===== src/inc/rosr_pkg.sv =====
package rosr_pkg;

  // ********************************************************************
  // Register offsets
  // ********************************************************************
  localparam logic [7:0] OFFS_PIN_OVERRIDE = 8'h08;
  localparam logic [7:0] OFFS_RESERVED_A = 8'h09;
  localparam logic [7:0] OFFS_PRESENCE_MON = 8'h0a;
  localparam logic [7:0] OFFS_RESERVED_B = 8'h0b;
  localparam logic [7:0] OFFS_RESERVED_C = 8'h0c;
  localparam logic [7:0] OFFS_LANE0_FORCE = 8'h0d;

  // ********************************************************************
  // Values after reset
  // ********************************************************************
  localparam logic [7:0] RST_PIN_OVERRIDE = 8'h00;
  localparam logic [7:0] RST_RESERVED_A = 8'h00;
  localparam logic [7:0] RST_PRESENCE_MON = 8'h00;
  localparam logic [7:0] RST_RESERVED_B = 8'h70;
  localparam logic [7:0] RST_RESERVED_C = 8'h00;
  localparam logic [7:0] RST_LANE0_FORCE = 8'h00;
  localparam logic [7:0] UNMAPPED_READ = 8'h00;

  // ********************************************************************
  // Field positions
  // ********************************************************************
  localparam int unsigned BIT_THR_BLOCK = 6;
  localparam int unsigned BIT_IDLE_REGS = 4;
  localparam int unsigned BIT_RX_BLOCK = 3;
  localparam int unsigned BIT_MODE_BLOCK = 2;
  localparam int unsigned BIT_FORCE_OFF = 2;
  localparam int unsigned BIT_FORCE_ON = 1;

  // ********************************************************************
  // Serial engine
  // ********************************************************************
  localparam logic [3:0] BITS_PER_BYTE = 4'h8;
  localparam logic [6:0] DEFAULT_SLAVE_ADDR = 7'h18;  // Value is arbitrary

  typedef enum logic [3:0] {
    SMB_IDLE,
    SMB_ADDR,
    SMB_ADDR_ACK,
    SMB_OFFS,
    SMB_OFFS_ACK,
    SMB_WDATA,
    SMB_WDATA_ACK,
    SMB_RDATA,
    SMB_RDATA_ACK
  } rosr_smb_state_t;

endpackage


===== src/rosr_sync.sv =====
`timescale 1ns/100ps

module rosr_sync
#(
  parameter int unsigned WIDTH = 1
)
(
  input wire logic clk_i,
  input wire logic arst_n_i,
  input wire logic [WIDTH-1:0] async_i,
  output logic [WIDTH-1:0] sync_o
);

  // ********************************************************************
  // Two-stage synchroniser
  // ********************************************************************
  logic [WIDTH-1:0] stage1;

  always_ff @(posedge clk_i or negedge arst_n_i)
  begin
    if (!arst_n_i)
    begin
      stage1 <= '0;
      sync_o <= '0;
    end
    else
    begin
      stage1 <= async_i;
      sync_o <= stage1;
    end
  end

endmodule


===== src/rosr_regs.sv =====
`timescale 1ns/100ps

module rosr_regs
#(
  parameter logic [6:0] SLAVE_ADDR = rosr_pkg::DEFAULT_SLAVE_ADDR,
  parameter int unsigned LANES = 8
)
(
  input wire logic clk_i,
  input wire logic arst_n_i,
  input wire logic scl_i,
  input wire logic sda_i,
  output logic sda_o,
  output logic sda_oe_n_o,
  input wire logic detector_threshold_pin_i,
  input wire logic threshold_reg_i,
  input wire logic [1:0] receiver_sense_i,
  input wire logic [1:0] rx_mode_reg_i,
  input wire logic mode_pin_i,
  input wire logic mode_reg_i,
  input wire logic rate_float_i,
  input wire logic [LANES-1:0] lane_signal_raw_i,
  input wire logic [LANES-1:0] lane_idle_sel_i,
  output logic detector_threshold_o,
  output logic [1:0] receiver_sense_o,
  output logic mode_sel_o,
  output logic [LANES-1:0] output_idle_o,
  output logic [LANES-1:0] lane_present_o
);

  // ********************************************************************
  // Input synchronisers
  // ********************************************************************
  localparam int unsigned SYNC_W = 7 + LANES;

  logic [SYNC_W-1:0] sync_out;
  logic scl_s;
  logic sda_s;
  logic thr_s;
  logic [1:0] rxs_s;
  logic mode_s;
  logic rate_s;
  logic [LANES-1:0] raw_s;

  rosr_sync #(.WIDTH(SYNC_W)) u_sync
  (
    .clk_i(clk_i),
    .arst_n_i(arst_n_i),
    .async_i({lane_signal_raw_i, rate_float_i, mode_pin_i, receiver_sense_i,
              detector_threshold_pin_i, sda_i, scl_i}),
    .sync_o(sync_out)
  );

  assign {raw_s, rate_s, mode_s, rxs_s, thr_s, sda_s, scl_s} = sync_out;

  // ********************************************************************
  // Bus condition detection
  // ********************************************************************
  logic scl_q;
  logic sda_q;
  logic scl_rise;
  logic scl_fall;
  logic start_cond;
  logic stop_cond;

  always_ff @(posedge clk_i or negedge arst_n_i)
  begin
    if (!arst_n_i)
    begin
      scl_q <= 1'b0;
      sda_q <= 1'b0;
    end
    else
    begin
      scl_q <= scl_s;
      sda_q <= sda_s;
    end
  end

  assign scl_rise = scl_s && !scl_q;
  assign scl_fall = !scl_s && scl_q;
  assign start_cond = scl_s && scl_q && sda_q && !sda_s;
  assign stop_cond = scl_s && scl_q && !sda_q && sda_s;

  // ********************************************************************
  // Registers
  // ********************************************************************
  logic [7:0] pin_override_control;
  logic [7:0] reserved_a;
  logic [7:0] reserved_b;
  logic [7:0] reserved_c;
  logic [7:0] lane0_detector_force;
  logic [7:0] signal_presence_monitor;
  rosr_pkg::rosr_smb_state_t state;
  logic [7:0] sh;
  logic [3:0] cnt;
  logic [7:0] ptr;
  logic rw;
  logic nack;
  logic drive_low;
  logic wr_stb;
  logic [7:0] wr_offs;
  logic [7:0] wr_data;
  logic [7:0] rd_data;

  always_ff @(posedge clk_i or negedge arst_n_i)
  begin
    if (!arst_n_i)
      pin_override_control <= rosr_pkg::RST_PIN_OVERRIDE;
    else if (wr_stb && wr_offs == rosr_pkg::OFFS_PIN_OVERRIDE)
      pin_override_control <= wr_data;
  end

  always_ff @(posedge clk_i or negedge arst_n_i)
  begin
    if (!arst_n_i)
      lane0_detector_force <= rosr_pkg::RST_LANE0_FORCE;
    else if (wr_stb && wr_offs == rosr_pkg::OFFS_LANE0_FORCE)
      lane0_detector_force <= wr_data;
  end

  // Reserved locations keep what the host writes
  always_ff @(posedge clk_i or negedge arst_n_i)
  begin
    if (!arst_n_i)
    begin
      reserved_a <= rosr_pkg::RST_RESERVED_A;
      reserved_b <= rosr_pkg::RST_RESERVED_B;
      reserved_c <= rosr_pkg::RST_RESERVED_C;
    end
    else if (wr_stb)
    begin
      if (wr_offs == rosr_pkg::OFFS_RESERVED_A)
        reserved_a <= wr_data;
      if (wr_offs == rosr_pkg::OFFS_RESERVED_B)
        reserved_b <= wr_data;
      if (wr_offs == rosr_pkg::OFFS_RESERVED_C)
        reserved_c <= wr_data;
    end
  end

  always_comb
  begin
    unique case (rd_ptr_sel(ptr))
      3'd0: rd_data = pin_override_control;
      3'd1: rd_data = reserved_a;
      3'd2: rd_data = signal_presence_monitor;
      3'd3: rd_data = reserved_b;
      3'd4: rd_data = reserved_c;
      3'd5: rd_data = lane0_detector_force;
      default: rd_data = rosr_pkg::UNMAPPED_READ;
    endcase
  end

  // ********************************************************************
  // Signal detect and pin override
  // ********************************************************************
  logic force_on;
  logic force_off;
  logic [LANES-1:0] lane_present;

  assign force_on = lane0_detector_force[rosr_pkg::BIT_FORCE_ON];
  assign force_off = lane0_detector_force[rosr_pkg::BIT_FORCE_OFF];

  always_comb
  begin
    lane_present = raw_s;
    if (force_off)
      lane_present[0] = 1'b0;
    else if (force_on)
      lane_present[0] = 1'b1;
  end

  // Contents held while rate pin is driven
  always_ff @(posedge clk_i or negedge arst_n_i)
  begin
    if (!arst_n_i)
      signal_presence_monitor <= rosr_pkg::RST_PRESENCE_MON;
    else if (rate_s)
      signal_presence_monitor <= ~lane_present;
  end

  always_ff @(posedge clk_i or negedge arst_n_i)
  begin
    if (!arst_n_i)
    begin
      detector_threshold_o <= 1'b0;
      receiver_sense_o <= 2'h0;
      mode_sel_o <= 1'b0;
      output_idle_o <= '0;
      lane_present_o <= '0;
    end
    else
    begin
      detector_threshold_o <= pin_override_control[rosr_pkg::BIT_THR_BLOCK] ? threshold_reg_i : thr_s;
      output_idle_o <= pin_override_control[rosr_pkg::BIT_IDLE_REGS] ? lane_idle_sel_i : ~lane_present;
      receiver_sense_o <= pin_override_control[rosr_pkg::BIT_RX_BLOCK] ? rx_mode_reg_i : rxs_s;
      mode_sel_o <= pin_override_control[rosr_pkg::BIT_MODE_BLOCK] ? mode_reg_i : mode_s;
      lane_present_o <= lane_present;
    end
  end

  // ********************************************************************
  // Serial slave engine
  // ********************************************************************
  function automatic logic [2:0] rd_ptr_sel(input logic [7:0] offs);
    logic [2:0] sel;
    sel = 3'd7;
    if (offs == rosr_pkg::OFFS_PIN_OVERRIDE) sel = 3'd0;
    if (offs == rosr_pkg::OFFS_RESERVED_A) sel = 3'd1;
    if (offs == rosr_pkg::OFFS_PRESENCE_MON) sel = 3'd2;
    if (offs == rosr_pkg::OFFS_RESERVED_B) sel = 3'd3;
    if (offs == rosr_pkg::OFFS_RESERVED_C) sel = 3'd4;
    if (offs == rosr_pkg::OFFS_LANE0_FORCE) sel = 3'd5;
    return sel;
  endfunction

  always_ff @(posedge clk_i or negedge arst_n_i)
  begin
    if (!arst_n_i)
    begin
      state <= rosr_pkg::SMB_IDLE;
      sh <= 8'h00;
      cnt <= 4'h0;
      ptr <= 8'h00;
      rw <= 1'b0;
      nack <= 1'b0;
      drive_low <= 1'b0;
      wr_stb <= 1'b0;
      wr_offs <= 8'h00;
      wr_data <= 8'h00;
    end
    else
    begin
      wr_stb <= 1'b0;
      if (start_cond)
      begin
        state <= rosr_pkg::SMB_ADDR;
        cnt <= 4'h0;
        drive_low <= 1'b0;
      end
      else if (stop_cond)
      begin
        state <= rosr_pkg::SMB_IDLE;
        drive_low <= 1'b0;
      end
      else if (scl_rise)
      begin
        unique case (state)
          rosr_pkg::SMB_ADDR, rosr_pkg::SMB_OFFS, rosr_pkg::SMB_WDATA:
          begin
            sh <= {sh[6:0], sda_s};
            cnt <= cnt + 4'h1;
          end
          rosr_pkg::SMB_RDATA: cnt <= cnt + 4'h1;
          rosr_pkg::SMB_RDATA_ACK: nack <= sda_s;
          default: ;
        endcase
      end
      else if (scl_fall)
      begin
        unique case (state)
          rosr_pkg::SMB_ADDR:
            if (cnt == rosr_pkg::BITS_PER_BYTE)
            begin
              if (sh[7:1] == SLAVE_ADDR)
              begin
                state <= rosr_pkg::SMB_ADDR_ACK;
                rw <= sh[0];
                drive_low <= 1'b1;
              end
              else
                state <= rosr_pkg::SMB_IDLE;
            end
          rosr_pkg::SMB_ADDR_ACK:
          begin
            cnt <= 4'h0;
            if (rw)
            begin
              state <= rosr_pkg::SMB_RDATA;
              sh <= rd_data;
              ptr <= ptr + 8'h01;
              drive_low <= !rd_data[7];
            end
            else
            begin
              state <= rosr_pkg::SMB_OFFS;
              drive_low <= 1'b0;
            end
          end
          rosr_pkg::SMB_OFFS:
            if (cnt == rosr_pkg::BITS_PER_BYTE)
            begin
              ptr <= sh;
              state <= rosr_pkg::SMB_OFFS_ACK;
              drive_low <= 1'b1;
            end
          rosr_pkg::SMB_OFFS_ACK, rosr_pkg::SMB_WDATA_ACK:
          begin
            cnt <= 4'h0;
            state <= rosr_pkg::SMB_WDATA;
            drive_low <= 1'b0;
          end
          rosr_pkg::SMB_WDATA:
            if (cnt == rosr_pkg::BITS_PER_BYTE)
            begin
              wr_stb <= 1'b1;
              wr_offs <= ptr;
              wr_data <= sh;
              ptr <= ptr + 8'h01;
              state <= rosr_pkg::SMB_WDATA_ACK;
              drive_low <= 1'b1;
            end
          rosr_pkg::SMB_RDATA:
            if (cnt == rosr_pkg::BITS_PER_BYTE)
            begin
              state <= rosr_pkg::SMB_RDATA_ACK;
              drive_low <= 1'b0;
            end
            else
            begin
              sh <= {sh[6:0], 1'b0};
              drive_low <= !sh[6];
            end
          rosr_pkg::SMB_RDATA_ACK:
          begin
            cnt <= 4'h0;
            if (nack)
              state <= rosr_pkg::SMB_IDLE;
            else
            begin
              state <= rosr_pkg::SMB_RDATA;
              sh <= rd_data;
              ptr <= ptr + 8'h01;
              drive_low <= !rd_data[7];
            end
          end
          default: ;
        endcase
      end
    end
  end

  // Open drain: only ever pulls low
  assign sda_o = 1'b0;
  assign sda_oe_n_o = !drive_low;
endmodule


===== config.mk =====
export PLATFORM = sky130hd
export DESIGN_NAME = rosr_regs
export DESIGN_NICKNAME = d
export VERILOG_FILES = /design/src/inc/rosr_pkg.sv /design/src/rosr_sync.sv /design/src/rosr_regs.sv
export SDC_FILE = /design/constraint.sdc
export NUM_CORES = 1
export LEC_CHECK = 0
export ABC_AREA = 0
export BUFFER_PORTS_ARGS = -buffer_cell sky130_fd_sc_hd__buf_2
export CAP_MARGIN = 20
export CORE_ASPECT_RATIO = 0.9
export CORE_MARGIN = 1
export CORE_UTILIZATION = 54
export DETAILED_ROUTE_END_ITERATION = 10
export GPL_ROUTABILITY_DRIVEN = 1
export PLACE_DENSITY = 0.76
export RECOVER_POWER = 50
export SLEW_MARGIN = 20
export SYNTH_ARGS = -nofsm -noshare
export SYNTH_HDL_FRONTEND = slang
export SYNTH_SLANG_ARGS = --single-unit

===== constraint.sdc =====
create_clock -name clk_i -period 1.9 [get_ports clk_i]
set_input_delay 0.095 -clock clk_i [delete_from_list [all_inputs] [get_ports clk_i]]
set_output_delay 0.095 -clock clk_i [all_outputs]
set_load 0.01 [all_outputs]

-- Word-level counts from Yosys, hierarchy flattened
Cells that the tools add are included.
- flip-flop bits (word level): 144
- input bits: 29
- output and inout port bits: 22
- word-level logic and storage cells: 176
- $add $sub $neg: 2
- equal/unequal tests: 44
- multiplexer cells: 60
- bitwise operators: 4
- reduce and logical (&&, ||, !) cells: 41
- operators with widths (kind ; number):
    $eq 8x4->1 const B ; 11
    $mux 8 ; 11
    $mux 4 ; 14
    $pmux 8 s6 ; 1
    $pmux 8 s4 ; 1
    $pmux 4 s7 ; 1
    $mux 3 ; 8
    $ne 4x4->1 const B ; 6
    $pmux 8 s3 ; 1
    $reduce_and 7->1 ; 3
    $mux 1 ; 20
    $eq 4x3->1 const B ; 4
    $ne 2x2->1 const B ; 5
    $logic_and 1x1->1 ; 9
    $ne 3x3->1 const B ; 3
    $reduce_and 9->1 ; 1
    $reduce_bool 3->1 ; 3
    $reduce_bool 9->1 ; 1
    $add 8x1->8 const B ; 1
    $eq 4x2->1 const B ; 2
    $eq 4x4->1 const B ; 2
    $not 8->8 ; 1
    $reduce_and 4->1 ; 2
    $reduce_and 8->1 ; 1
    other kinds (23) ; 39

-- Depth between registers and ports, before layout
Gate-level depths: netlist (run 1).
- depth after elaboration: 16
- gate-level depth with buffers: 8
- gate-level depth less buffers: 7

-- By module
A second synthesis (run 1) with hierarchy kept.
- cell total of the unflattened synthesis: 554
- area, all modules: 6441.2 um^2
- by module, submodules not included (module ; times used ; cells each ; area an instance (um^2) ; sequential area each (um^2)):
    rosr_regs ; 1 ; 524 ; 5690.5 ; 2856.5
    rosr_sync ; 1 ; 30 ; 750.7 ; 750.7

-- Least setup slack after synthesis (run 1)
Ideal clock, no wire load.
- path kind: reg2reg
- start point: reg u_sync.sync_o[0]
- end point: reg wr_data[6]
- setup time: 125 ps
- arrival: 1966 ps
- setup slack: -191 ps
- cell stages (with the launch flop): 8
- path buffers: 1
- path through: dfrtp_1 ha_1 and3b_1 nor2_1 nand3_1 nor2_2 buf_4 mux2_2
- cells in the longest elaborated chain, start to end: 5
- elaborated cells between the ends (all ways): 12
- those cells by class: bitwise: 3; reduce/logical: 9
- ends and longest elaborated chain (what ; line ; text):
    start: declaration ; rosr_sync.sv:11 ; output logic [WIDTH-1:0] sync_o
    start signal: assignment ; rosr_sync.sv:29 ; sync_o <= stage1;
    $logic_and 1x1->1 ; rosr_regs.sv:82, rosr_regs.sv:83 ;
    $logic_and 1x1->1, on equally long branches (2 in series) ; rosr_regs.sv:83, rosr_regs.sv:82 ;
    $not 1->1 (no source line) ; - ;
    $reduce_and 6->1 (no source line) * ; - ;
    end signal: assignment ; rosr_regs.sv:309 ; wr_data <= sh;
    end: declaration ; rosr_regs.sv:103 ; logic [7:0] wr_data;
Every way passes the cells marked *; elsewhere a longest branch is shown, timed or not.
A chain may end at the register's enable or synchronous reset.

-- Worst setup path in the final report (run 1)
- start point: reg ptr[0]
- end point: reg sh[1]
- cells in the longest elaborated chain, start to end: 13
- elaborated cells between the ends (all ways): 24
- those cells by class: eq/ne: 11; mux: 12; reduce/logical: 1
- ends and longest elaborated chain (what ; line ; text):
    start: declaration ; rosr_regs.sv:97 ; logic [7:0] ptr;
    start signal: assignment ; rosr_regs.sv:282 ; ptr <= ptr + 8'h01;
    start signal: assignment ; rosr_regs.sv:294 ; ptr <= sh;
    start signal: assignment ; rosr_regs.sv:310 ; ptr <= ptr + 8'h01;
    $eq 8x4->1 ; rosr_regs.sv:209 ; if (offs == rosr_pkg::OFFS_PIN_OVERRIDE) sel = 3'd0;
    $mux 3 ; rosr_regs.sv:209 ;
    $mux 3 ; rosr_regs.sv:210 ; if (offs == rosr_pkg::OFFS_RESERVED_A) sel = 3'd1;
    $mux 3 ; rosr_regs.sv:211 ; if (offs == rosr_pkg::OFFS_PRESENCE_MON) sel = 3'd2;
    $mux 3 ; rosr_regs.sv:212 ; if (offs == rosr_pkg::OFFS_RESERVED_B) sel = 3'd3;
    $mux 3 ; rosr_regs.sv:213 ; if (offs == rosr_pkg::OFFS_RESERVED_C) sel = 3'd4;
    $mux 3 * ; rosr_regs.sv:214 ; if (offs == rosr_pkg::OFFS_LANE0_FORCE) sel = 3'd5;
    $eq 3x3->1, or another cell as far along ; rosr_regs.sv:144 ; unique case (rd_ptr_sel(ptr))
    $pmux 8 s6 * ; rosr_regs.sv:144 ;
    $mux 8, on equally long branches ; rosr_regs.sv:328, rosr_regs.sv:278 ;
    $pmux 8 s3 * ; rosr_regs.sv:262 ; unique case (state)
    $mux 8 * ; rosr_regs.sv:260 ; else if (scl_fall)
    $mux 8 * ; rosr_regs.sv:247 ; else if (scl_rise)
    end signal: assignment ; rosr_regs.sv:252 ; sh <= {sh[6:0], sda_s};
    end signal: assignment ; rosr_regs.sv:322 ; sh <= {sh[6:0], 1'b0};
    end signal: assignment ; rosr_regs.sv:333 ; sh <= rd_data;
    end: declaration ; rosr_regs.sv:95 ; logic [7:0] sh;
Every way passes the cells marked *; elsewhere a longest branch is shown, timed or not. The select of a mux whose other input is x is not followed.

==> flow_metrics.py, run 1 <==
metrics = {
    "run_status": {
        "outcome": "complete, but fails checks",
        "violations": "setup timing",
    },
    "floorplan": {
        "die_area_mm2": 0.0124,
        "io_pins": 51,
        "core_region_area_mm2": 0.0116,
        "start_util": 0.560,
        "die_h_um": 106,
        "die_w_um": 117,
        "rows": 37,
    },
    "synth": {
        "synth_seq_cells": 144,
        "async_reset_ff_frac": 1.00,
        "synth_top_area_share": 0.545,
        "synth-main-ff-cell": "dfrtp_1",
        "syn-num-nets": 577,
        "syn_area_per_cell_um2": 12.0,
        "synth_common_cells": "dfrtp_1 (141), mux2_2 (67), nand2_1 (37)",
        "ys_seq_area_frac": 0.557,
        "synth_top_area_cell": "dfrtp_1",
        "netlist_top_cells_area": "dfrtp_1 (54%), mux2_2 (12%), a21oi_1 (2.5%), nand2_1 (2.1%), o21ai_0 (1.9%)",
        "syn_inst": 539,
        "ys_warn_count": 0,
        "yosysUniqueCellTypes": 70,
        "syn_area_mm2": 0.00648,
        "synth_most_common_cell": "dfrtp_1",
        "synth-edff-count": 0,
    },
    "worst_setup_path": {
        "r2r-start": "ptr[0]",
        "cp-startpoint": "ptr[0]",
        "critPathArrivalTime_ps": 2450,
        "slowest_delay_ps": 430,
        "path_common_cell": "buf_4",
        "crit_required_ps": 2210,
        "path_cells": "ha_2 -> buf_4 -> or2_4 -> nor4_4 -> buf_4 -> nor2b_1 -> o32a_2 -> mux2_4",
        "cp_slowest_cell": "dfrtp_2",
        "worstPathMaxFanout": 6,
        "start_kind": "register",
        "critPathKind": "reg -> reg",
        "setup.worst_path.end_class": "register",
    },
    "pwr": {
        "seqPwrFrac": 0.419,
        "power_frac_clock": 0.463,
        "cellLeakagePower_uw": 0.00410,
        "irDropWorstVdd_uv": 1100,
        "p_sw_frac": 0.264,
        "powerDensity_mw_per_mm2": 873,
        "p_int_uw": 5820,
        "p_switching_uw": 2090,
        "pwr-share-comb": 0.118,
    },
    "global_routing": {
        "antenna_found_initial": 0,
        "grt.overflow.total": 0,
        "grt_usage": 0.346,
        "grt_pass1_vias": 5436,
        "grt_max_degree": 53,
        "grt_pass1_wl_um": 31500,
    },
    "sta": {
        "fin_crit_sh": 1.13,
        "max_slew_margin": 0.0118,
        "grt_setup_unrepaired": "true",
        "tightest_slew_ps": 1480,
        "fmax_ghz": 0.466,
        "finClkSkew_ps": 11.2,
        "finalCriticalPeriod_ps": 2140,
        "drv_slew": 0,
        "layout_setup_ws_ps": -245,
        "setup_violations": 74,
        "hold_ws_ps": 300,
        "final_hold_viol_count": 0,
    },
    "detailed_routing": {
        "viasPerCell": 6.21,
        "drt_iter0_drc": 626,
        "ant_nets": 0,
        "drt_pass1_iterations": 5,
        "drc": 0,
        "num_vias": 5426,
        "wl_per_cell_um": 24.0,
        "drt-total-wl_um": 21000,
    },
    "job": {
        "drv_cap": 0,
    },
    "placed_design": {
        "place_congestion": 0.925,
        "placed_cells": 804,
        "dp_hpwl_um": 11800,
        "portBuffers": 49,
    },
    "cells_and_area": {
        "syn_to_final_growth_pct": 40.0,
        "final_nets": 743,
        "fin_cells": 874,
        "fill_cells": 640,
        "final-seq-area_mm2": 0.00361,
        "drive_gt1_frac": 0.454,
        "multi_input_area_mm2": 0.00311,
        "insertedDiodeCount": 0,
    },
    "cts": {
        "cts_buffer_depth": 2,
        "clk_latency_ps": 430,
        "h-tree-depth": 4,
        "cts_tree": "yes",
        "cts.sinks": 144,
        "cts_buffers": 17,
        "cts-root-buf": "clkbuf_16",
        "path_clk_slew_ps": 70,
    },
    "hold_path": {
        "hold_class": "in -> reg",
        "hold_start": "scl_i",
    },
}
## placed cells by master (no fill, tap or decap), drive strengths merged, types with 10 or more instances in the layout
cell type	instances
nor2	18
buf	149
clkbuf	18
inv	31
o21ai	24
nor2b	10
dfrtp	141
dlygate4sd3	28
nand3	10
nand2	37
mux2	71
a21oi	32
a22oi	11
## through the flow
stage / instance area (um2) / util / TNS, ps / total power, uW / setup WS, ps
floorplan: 6600 / - / -310 / 3710 / -14.9
global placement: 7620 / 0.659 / -5580 / 4120 / -174
detailed placement: 7620 / 0.659 / -10340 / 4150 / -246
CTS: 8910 / 0.770 / -7370 / 7810 / -177
global route: 9070 / 0.783 / -13690 / 8130 / -302
finish: 9070 / 0.783 / -10730 / 7920 / -245
## logic make-up after synthesis
kind of cell	after synthesis	share of synthesized area
other	1	0.000579
DFF	144	0.557
AOI/OAI and AO/OA	123	0.130
xor gates and xnor gates	1	0.00135
adders and majority gates	9	0.0174
buffers and inverters	52	0.0383
muxes	80	0.137
and+or+nand+nor	129	0.118
## path summary, 6_finish.rpt
path                                      to  slack [ps]  depth (start not counted)
hold reg to reg            u_sync.sync_o[14]         350                          0
hold / removal              u_sync.stage1[0]         300                          2
setup / recovery                       sh[1]        -240                          8
max in group asynchronous             ptr[1]         340                          2
setup reg to reg                       sh[1]        -240                          8
min in group asynchronous           state[3]         570                          2
## critical path: cells and delay by family, from the launching register on
kind | cells | cell delay [ps]
AND/OR/NAND/NOR | 3 | 360
flip-flops | 1 | 430
adder cells (fa/ha/maj) | 1 | 260
multiplexers | 1 | 260
buffers and inverters | 2 | 340
AO/OA/AOI/OAI | 1 | 360
## what timing repair did
action / 4_1_cts / 5_1_grt
hold buffers: 28 / 0
endpoints found under the hold margin: 75 / 0
pin swaps: 11 / 13
endpoints found under the setup margin: 76 / 81
cloned: 1 / 0
gates resized for setup: 74 / 49
buffers inserted: 7 / 4
## power groups by stage
stage	sequential (uW)	clock [uW]	combinational, uW
after floorplan	3370	0	342
after global placement	3350	0	769
after detailed placement	3360	0	787
after CTS	3310	3630	873
after global routing	3330	3810	998
final	3320	3660	931
## per-layer routing
| metal | global-route usage | part of all wire | vias up |
|---|---|---|---|
| met1 | 0.462 | 0.39 | 2736 |
| li1 | - | - | 2296 |
| met4 | 0.122 | 0.033 | 0 |
| met2 | 0.547 | 0.48 | 321 |
| met3 | 0.0939 | 0.090 | 73 |
| met5 | 0 | 0 | - |
## flip-flops by register name (all words and copies together) (netlist names), 2 cells and up
register                 flops
reserved_b                   8
state                        4
output_idle_o                8
wr_data                      8
receiver_sense_o             2
reserved_c                   8
signal_presence_monitor      8
cnt                          4
sh                           8
u_sync.stage1               15
pin_override_control         8
ptr                          8
u_sync.sync_o               15
reserved_a                   8
wr_offs                      8
lane_present_o               8
lane0_detector_force         8
## final cells by class
class / count / share of cell area
clock inverter: 15 / 0.0235
tap: 156 / 0.0215
multi-input combinational: 343 / 0.343
sequential: 144 / 0.398
clock buffer: 17 / 0.0469
inverter: 21 / 0.00869
timing repair buffer: 178 / 0.159
Note: power is estimated with default switching activity, not from simulation.
==> inputs of run 2 (changes only) <==
==> constraint.sdc (replaced) <==
create_clock -name clk_i -period 1.95 [get_ports clk_i]
set_input_delay 0.0975 -clock clk_i [delete_from_list [all_inputs] [get_ports clk_i]]
set_output_delay 0.0975 -clock clk_i [all_outputs]
set_load 0.01 [all_outputs]
==> flow_metrics.py, run 2 (synthesis results as in run 1) <==
metrics = {
    "worst_setup_path": {
        "critPathArrivalTime_ps": 2560,
        "path_depth": 7,
        "rr_endpoint": "sh[5]",
        "path_cells": "buf_12 -> ha_4 -> buf_8 -> a22oi_1 -> a211oi_2 -> o32a_2 -> mux2_4",
        "r2r-start": "ptr[0]",
        "rr_worst_depth": 7,
        "worstPathMaxFanout": 13,
        "timing.critical_path.buf_inv": 2,
        "cp-startpoint": "ptr[0]",
        "critPathKind": "reg -> reg",
        "slowest_delay_ps": 440,
        "crit_required_ps": 2260,
        "regToRegSetupSlack_ps": -290,
        "cp-endpoint": "sh[5]",
        "setup.worst_path.end_class": "register",
        "cp_slowest_cell": "dfrtp_2",
        "start_kind": "register",
        "crit_family": "compound AO/OA/AOI/OAI gates",
    },
    "sta": {
        "fin_setup_tns_ps": -2850,
        "drv_slew": 0,
        "tightest_slew_ps": 1310,
        "max_slew_margin": 0.126,
        "fmax_ghz": 0.446,
        "layout_setup_ws_ps": -292,
        "grt_setup_unrepaired": "true",
        "setup_violations": 32,
        "fin_crit_sh": 1.15,
        "final_hold_viol_count": 0,
        "finClkSkew_ps": 21.8,
        "finalCriticalPeriod_ps": 2240,
    },
    "floorplan": {
        "core_region_area_mm2": 0.0116,
        "die_area_mm2": 0.0124,
        "start_util": 0.560,
        "die_w_um": 117,
        "rows": 37,
        "die_h_um": 106,
        "io_pins": 51,
    },
    "global_routing": {
        "grt.met2_usage": 0.505,
        "grtUsageMet3": 0.0917,
        "grt_pass1_wl_um": 30300,
        "antenna_found_initial": 0,
        "busiest_layer": "met2",
        "grt.overflow.total": 0,
        "grt_usage": 0.326,
        "grt_pass1_vias": 5444,
        "grt_max_degree": 52,
        "use_met1": 0.417,
    },
    "cells_and_area": {
        "final-seq-area_mm2": 0.00361,
        "final_cell_area_mm2": 0.00930,
        "fin_util": 0.804,
        "drive_gt1_frac": 0.491,
        "fill_cells": 590,
        "final_common_cell": "dfrtp_1",
        "multi_input_area_mm2": 0.00322,
        "syn_to_final_growth_pct": 43.6,
        "mostFrequentLayoutCells": "dfrtp_1 (136), buf_4 (89), mux2_4 (47)",
        "insertedDiodeCount": 0,
        "final_nets": 758,
        "reg.largest.list": "u_sync.stage1 x15, u_sync.sync_o x15",
    },
    "run_status": {
        "violations": "setup timing",
        "outcome": "complete, but fails checks",
    },
    "job": {
        "drv_cap": 0,
    },
    "detailed_routing": {
        "drt_pass1_iterations": 5,
        "num_vias": 5632,
        "wl_per_cell_um": 24.3,
        "drt-total-wl_um": 21500,
        "drc": 0,
        "drt_iter0_drc": 600,
        "ant_nets": 0,
        "viasPerCell": 6.35,
    },
    "hold_path": {
        "hold_class": "in -> reg",
        "hold_depth": 2,
    },
    "cts": {
        "path_clk_slew_ps": 60,
        "cts_tree": "yes",
        "cts_buffers": 17,
        "clk_latency_ps": 430,
        "cts-root-buf": "clkbuf_16",
        "cts.sinks": 144,
        "h-tree-depth": 4,
        "cts_buffer_depth": 2,
    },
    "placed_design": {
        "portBuffers": 49,
        "dp_hpwl_um": 11000,
        "place_area_mm2": 0.00754,
        "place_congestion": 0.863,
    },
    "pwr": {
        "irDropWorstVdd_uv": 692,
        "powerDensity_mw_per_mm2": 836,
        "cellLeakagePower_uw": 0.00415,
        "power.total_uw": 7780,
    },
}
==> run 2: cell types whose count changed in the layout (fill, tap and decap cells not counted), moves of 4 or more <==
cell | previous run | this run
a21oi_1 | 26 | 17
a21oi_2 | 6 | 15
mux2_4 | 56 | 47
mux2_2 | 15 | 23
a211oi_1 | 5 | 1
clkbuf_1 | 0 | 5
inv_8 | 4 | 0
a211oi_2 | 2 | 6
buf_4 | 77 | 89
==> run 2: repair_timing <==
item                       4_1_cts  5_1_grt
pin swaps                       14       43
gates resized for setup         56      100
hold buffers                    28        0
setup buffers                   10       20
gates cloned                     1        2
hold endpoints to repair        74        0
setup endpoints to repair       70       72
==> run 2: cell type report <==
class	count	share of cell area
Clock buffer	18	0.0472
Clock inverter	12	0.0196
Sequential cell	144	0.389
Inverter	21	0.00874
Tap cell	156	0.0210
Timing Repair Buffer	192	0.169
Multi-Input combinational cell	344	0.346
==> run 2: worst min path at each step <==
| stage | to | start |
|---|---|---|
| finish | u_sync.stage1[1] | sda_i |
| global route | u_sync.stage1[1] | sda_i |
| CTS | ptr[4] | arst_n_i |
| detailed placement | ptr[4] | arst_n_i |
| global placement | ptr[4] | arst_n_i |
| floorplan | cnt[0] | arst_n_i |
==> run 2: worst reg2reg max path, delay by kind of cell (launching register included) <==
kind                       cells  cell delay (ps)
AOI/OAI and AO/OA              3              940
DFF                            1              440
buffers and inverters          2              290
muxes                          1              270
adders and majority gates      1              190
==> run 2: per-stage QoR <==
stage	worst slack, ps	hold WS (ps)	cells
CTS	-91.1	195	869
detailed placement	-240	64.4	800
finish	-292	304	887
floorplan	2.32	-198	539
global placement	-146	58.6	800
global route	-261	307	887
==> run 2: layer usage <==
| layer | vias up | part of all wire |
|---|---|---|
| met4 | 0 | 0.048 |
| li1 | 2320 | - |
| met3 | 97 | 0.10 |
| met5 | - | 0 |
| met2 | 402 | 0.48 |
| met1 | 2813 | 0.37 |
==> run 2: where the power goes <==
| part | switching, uW | leakage, uW | internal (uW) |
|---|---|---|---|
| clock | 1330 | 0.000295 | 2170 |
| combinational | 499 | 0.00201 | 506 |
| sequential | 134 | 0.00184 | 3130 |
==> inputs of run 3 (changes only) <==
==> constraint.sdc (replaced) <==
create_clock -name clk_i -period 1.8 [get_ports clk_i]
set_input_delay 0.09 -clock clk_i [delete_from_list [all_inputs] [get_ports clk_i]]
set_output_delay 0.09 -clock clk_i [all_outputs]
set_load 0.01 [all_outputs]
==> flow_metrics.py, run 3 (synthesis results as in run 1) <==
metrics = {
    "pwr": {
        "power.total_uw": 8120,
        "powerDensity_mw_per_mm2": 845,
        "cellLeakagePower_uw": 0.00430,
        "irDropWorstVdd_uv": 850,
    },
    "worst_setup_path": {
        "rr_worst_depth": 6,
        "critPathKind": "reg -> reg",
        "setup.worst_path.end_class": "register",
        "start_kind": "register",
        "r2r-start": "state[2]",
        "cp-startpoint": "state[2]",
        "crit_required_ps": 2110,
        "critPathArrivalTime_ps": 2370,
        "worstPathMaxFanout": 8,
    },
    "placed_design": {
        "dp_hpwl_um": 11300,
        "portBuffers": 49,
        "place_ws_ps": -300,
        "place_congestion": 0.887,
        "placed_cells": 812,
    },
    "global_routing": {
        "grt_max_degree": 54,
        "grt_pass1_wl_um": 31400,
        "grt_usage": 0.338,
        "antenna_found_initial": 0,
        "grt.overflow.total": 0,
        "grt_pass1_vias": 5693,
    },
    "floorplan": {
        "die_h_um": 106,
        "die_area_mm2": 0.0124,
        "die_w_um": 117,
        "core_region_area_mm2": 0.0116,
        "start_util": 0.560,
        "rows": 37,
        "io_pins": 51,
    },
    "detailed_routing": {
        "drt-total-wl_um": 20600,
        "ant_nets": 0,
        "drc": 0,
        "drt_iter0_drc": 468,
        "wl_per_cell_um": 22.7,
        "viasPerCell": 6.07,
        "num_vias": 5498,
        "drt_pass1_iterations": 5,
    },
    "cts": {
        "h-tree-depth": 4,
        "cts_buffers": 17,
        "cts_buffer_depth": 2,
        "cts_tree": "yes",
        "cts-root-buf": "clkbuf_16",
        "cts.sinks": 144,
        "path_clk_slew_ps": 60,
        "clk_latency_ps": 430,
    },
    "run_status": {
        "violations": "setup timing",
        "outcome": "complete, but fails checks",
    },
    "hold_path": {
        "hold_class": "in -> reg",
        "hold_depth": 2,
        "hold_start": "mode_pin_i",
    },
    "sta": {
        "fin_crit_sh": 1.15,
        "setup_violations": 77,
        "layout_setup_ws_ps": -262,
        "finalCriticalPeriod_ps": 2060,
        "finClkSkew_ps": 14.3,
        "tightest_slew_ps": 1450,
        "grt_setup_unrepaired": "true",
        "hold_ws_ps": 305,
        "max_slew_margin": 0.0326,
        "fmax_ghz": 0.485,
        "drv_slew": 0,
        "final_hold_viol_count": 0,
        "fin_setup_tns_ps": -12010,
    },
    "cells_and_area": {
        "final_nets": 775,
        "drive_gt1_frac": 0.515,
        "final_common_cell": "dfrtp_1",
        "mostFrequentLayoutCells": "dfrtp_1 (138), buf_4 (100), mux2_4 (65)",
        "fin_cells": 906,
        "reg.largest.list": "u_sync.stage1 x15, u_sync.sync_o x15",
        "insertedDiodeCount": 0,
        "syn_to_final_growth_pct": 48.4,
    },
    "job": {
        "drv_cap": 0,
    },
}
==> run 3: cell types whose count changed in the layout (fill, tap and decap cells not counted), sizes merged <==
cell      before  now
buf          157  179
inv           24   30
clkbuf        25   20
bufinv         4    1
clkinvlp       3    2
==> run 3: repair_timing <==
| item | CTS | global route |
|---|---|---|
| gates resized for setup | 94 | 77 |
| setup endpoints to repair | 72 | 80 |
| buffers inserted | 18 | 16 |
| endpoints found under the hold margin | 77 | 0 |
| cloned | 4 | 0 |
| pin swaps | 31 | 30 |
| hold buffers | 28 | 0 |
==> run 3: path summary, 6_finish.rpt <==
check                      slack [ps]               end
max in group asynchronous         290          state[1]
setup reg to reg                 -260             sh[1]
hold reg to reg                   350  u_sync.sync_o[6]
setup / recovery                 -260             sh[1]
hold / removal                    310  u_sync.stage1[5]
min in group asynchronous         550            cnt[3]
==> run 3: routing by layer <==
layer	wire, um	part of all wire	vias up	track usage
li1	-	-	2348	-
met1	8300	0.40	2796	0.418
met2	10100	0.49	277	0.553
met3	1340	0.065	77	0.0858
met4	834	0.041	0	0.172
met5	0	0	-	0
==> run 3: worst max-delay path, stage by stage (launching register included) <==
cell     delay [ps]
dfrtp_1         420
buf_4           190
nor2b_2         200
a31oi_4         330
o41ai_1         190
o32a_2          360
mux2_4          260
==> run 3: cell type report <==
cell class / count / area [um2]
Sequential cell: 144 / 3610
Multi-Input combinational cell: 344 / 3350
Fill cell: 565 / 1970
Timing Repair Buffer: 209 / 1780
Clock buffer: 18 / 439
Tap cell: 156 / 195
Clock inverter: 14 / 143
Inverter: 21 / 81.3
==> run 3: report_power, final <==
| part | switching (uW) | internal, uW | leakage (uW) | total, uW |
|---|---|---|---|---|
| Clock | 1510 | 1990 | 0.000283 | 3500 |
| Combinational | 558 | 564 | 0.00217 | 1120 |
| Sequential | 105 | 3390 | 0.00185 | 3500 |
==> run 3: stage by stage <==
stage | area [um2] | utilization
6_report | 9610 | 0.830
3_3_place_gp | 7790 | 0.673
2_1_floorplan | 6650 | -
3_5_place_dp | 7790 | 0.673
4_1_cts | 9270 | 0.801
5_1_grt | 9610 | 0.830
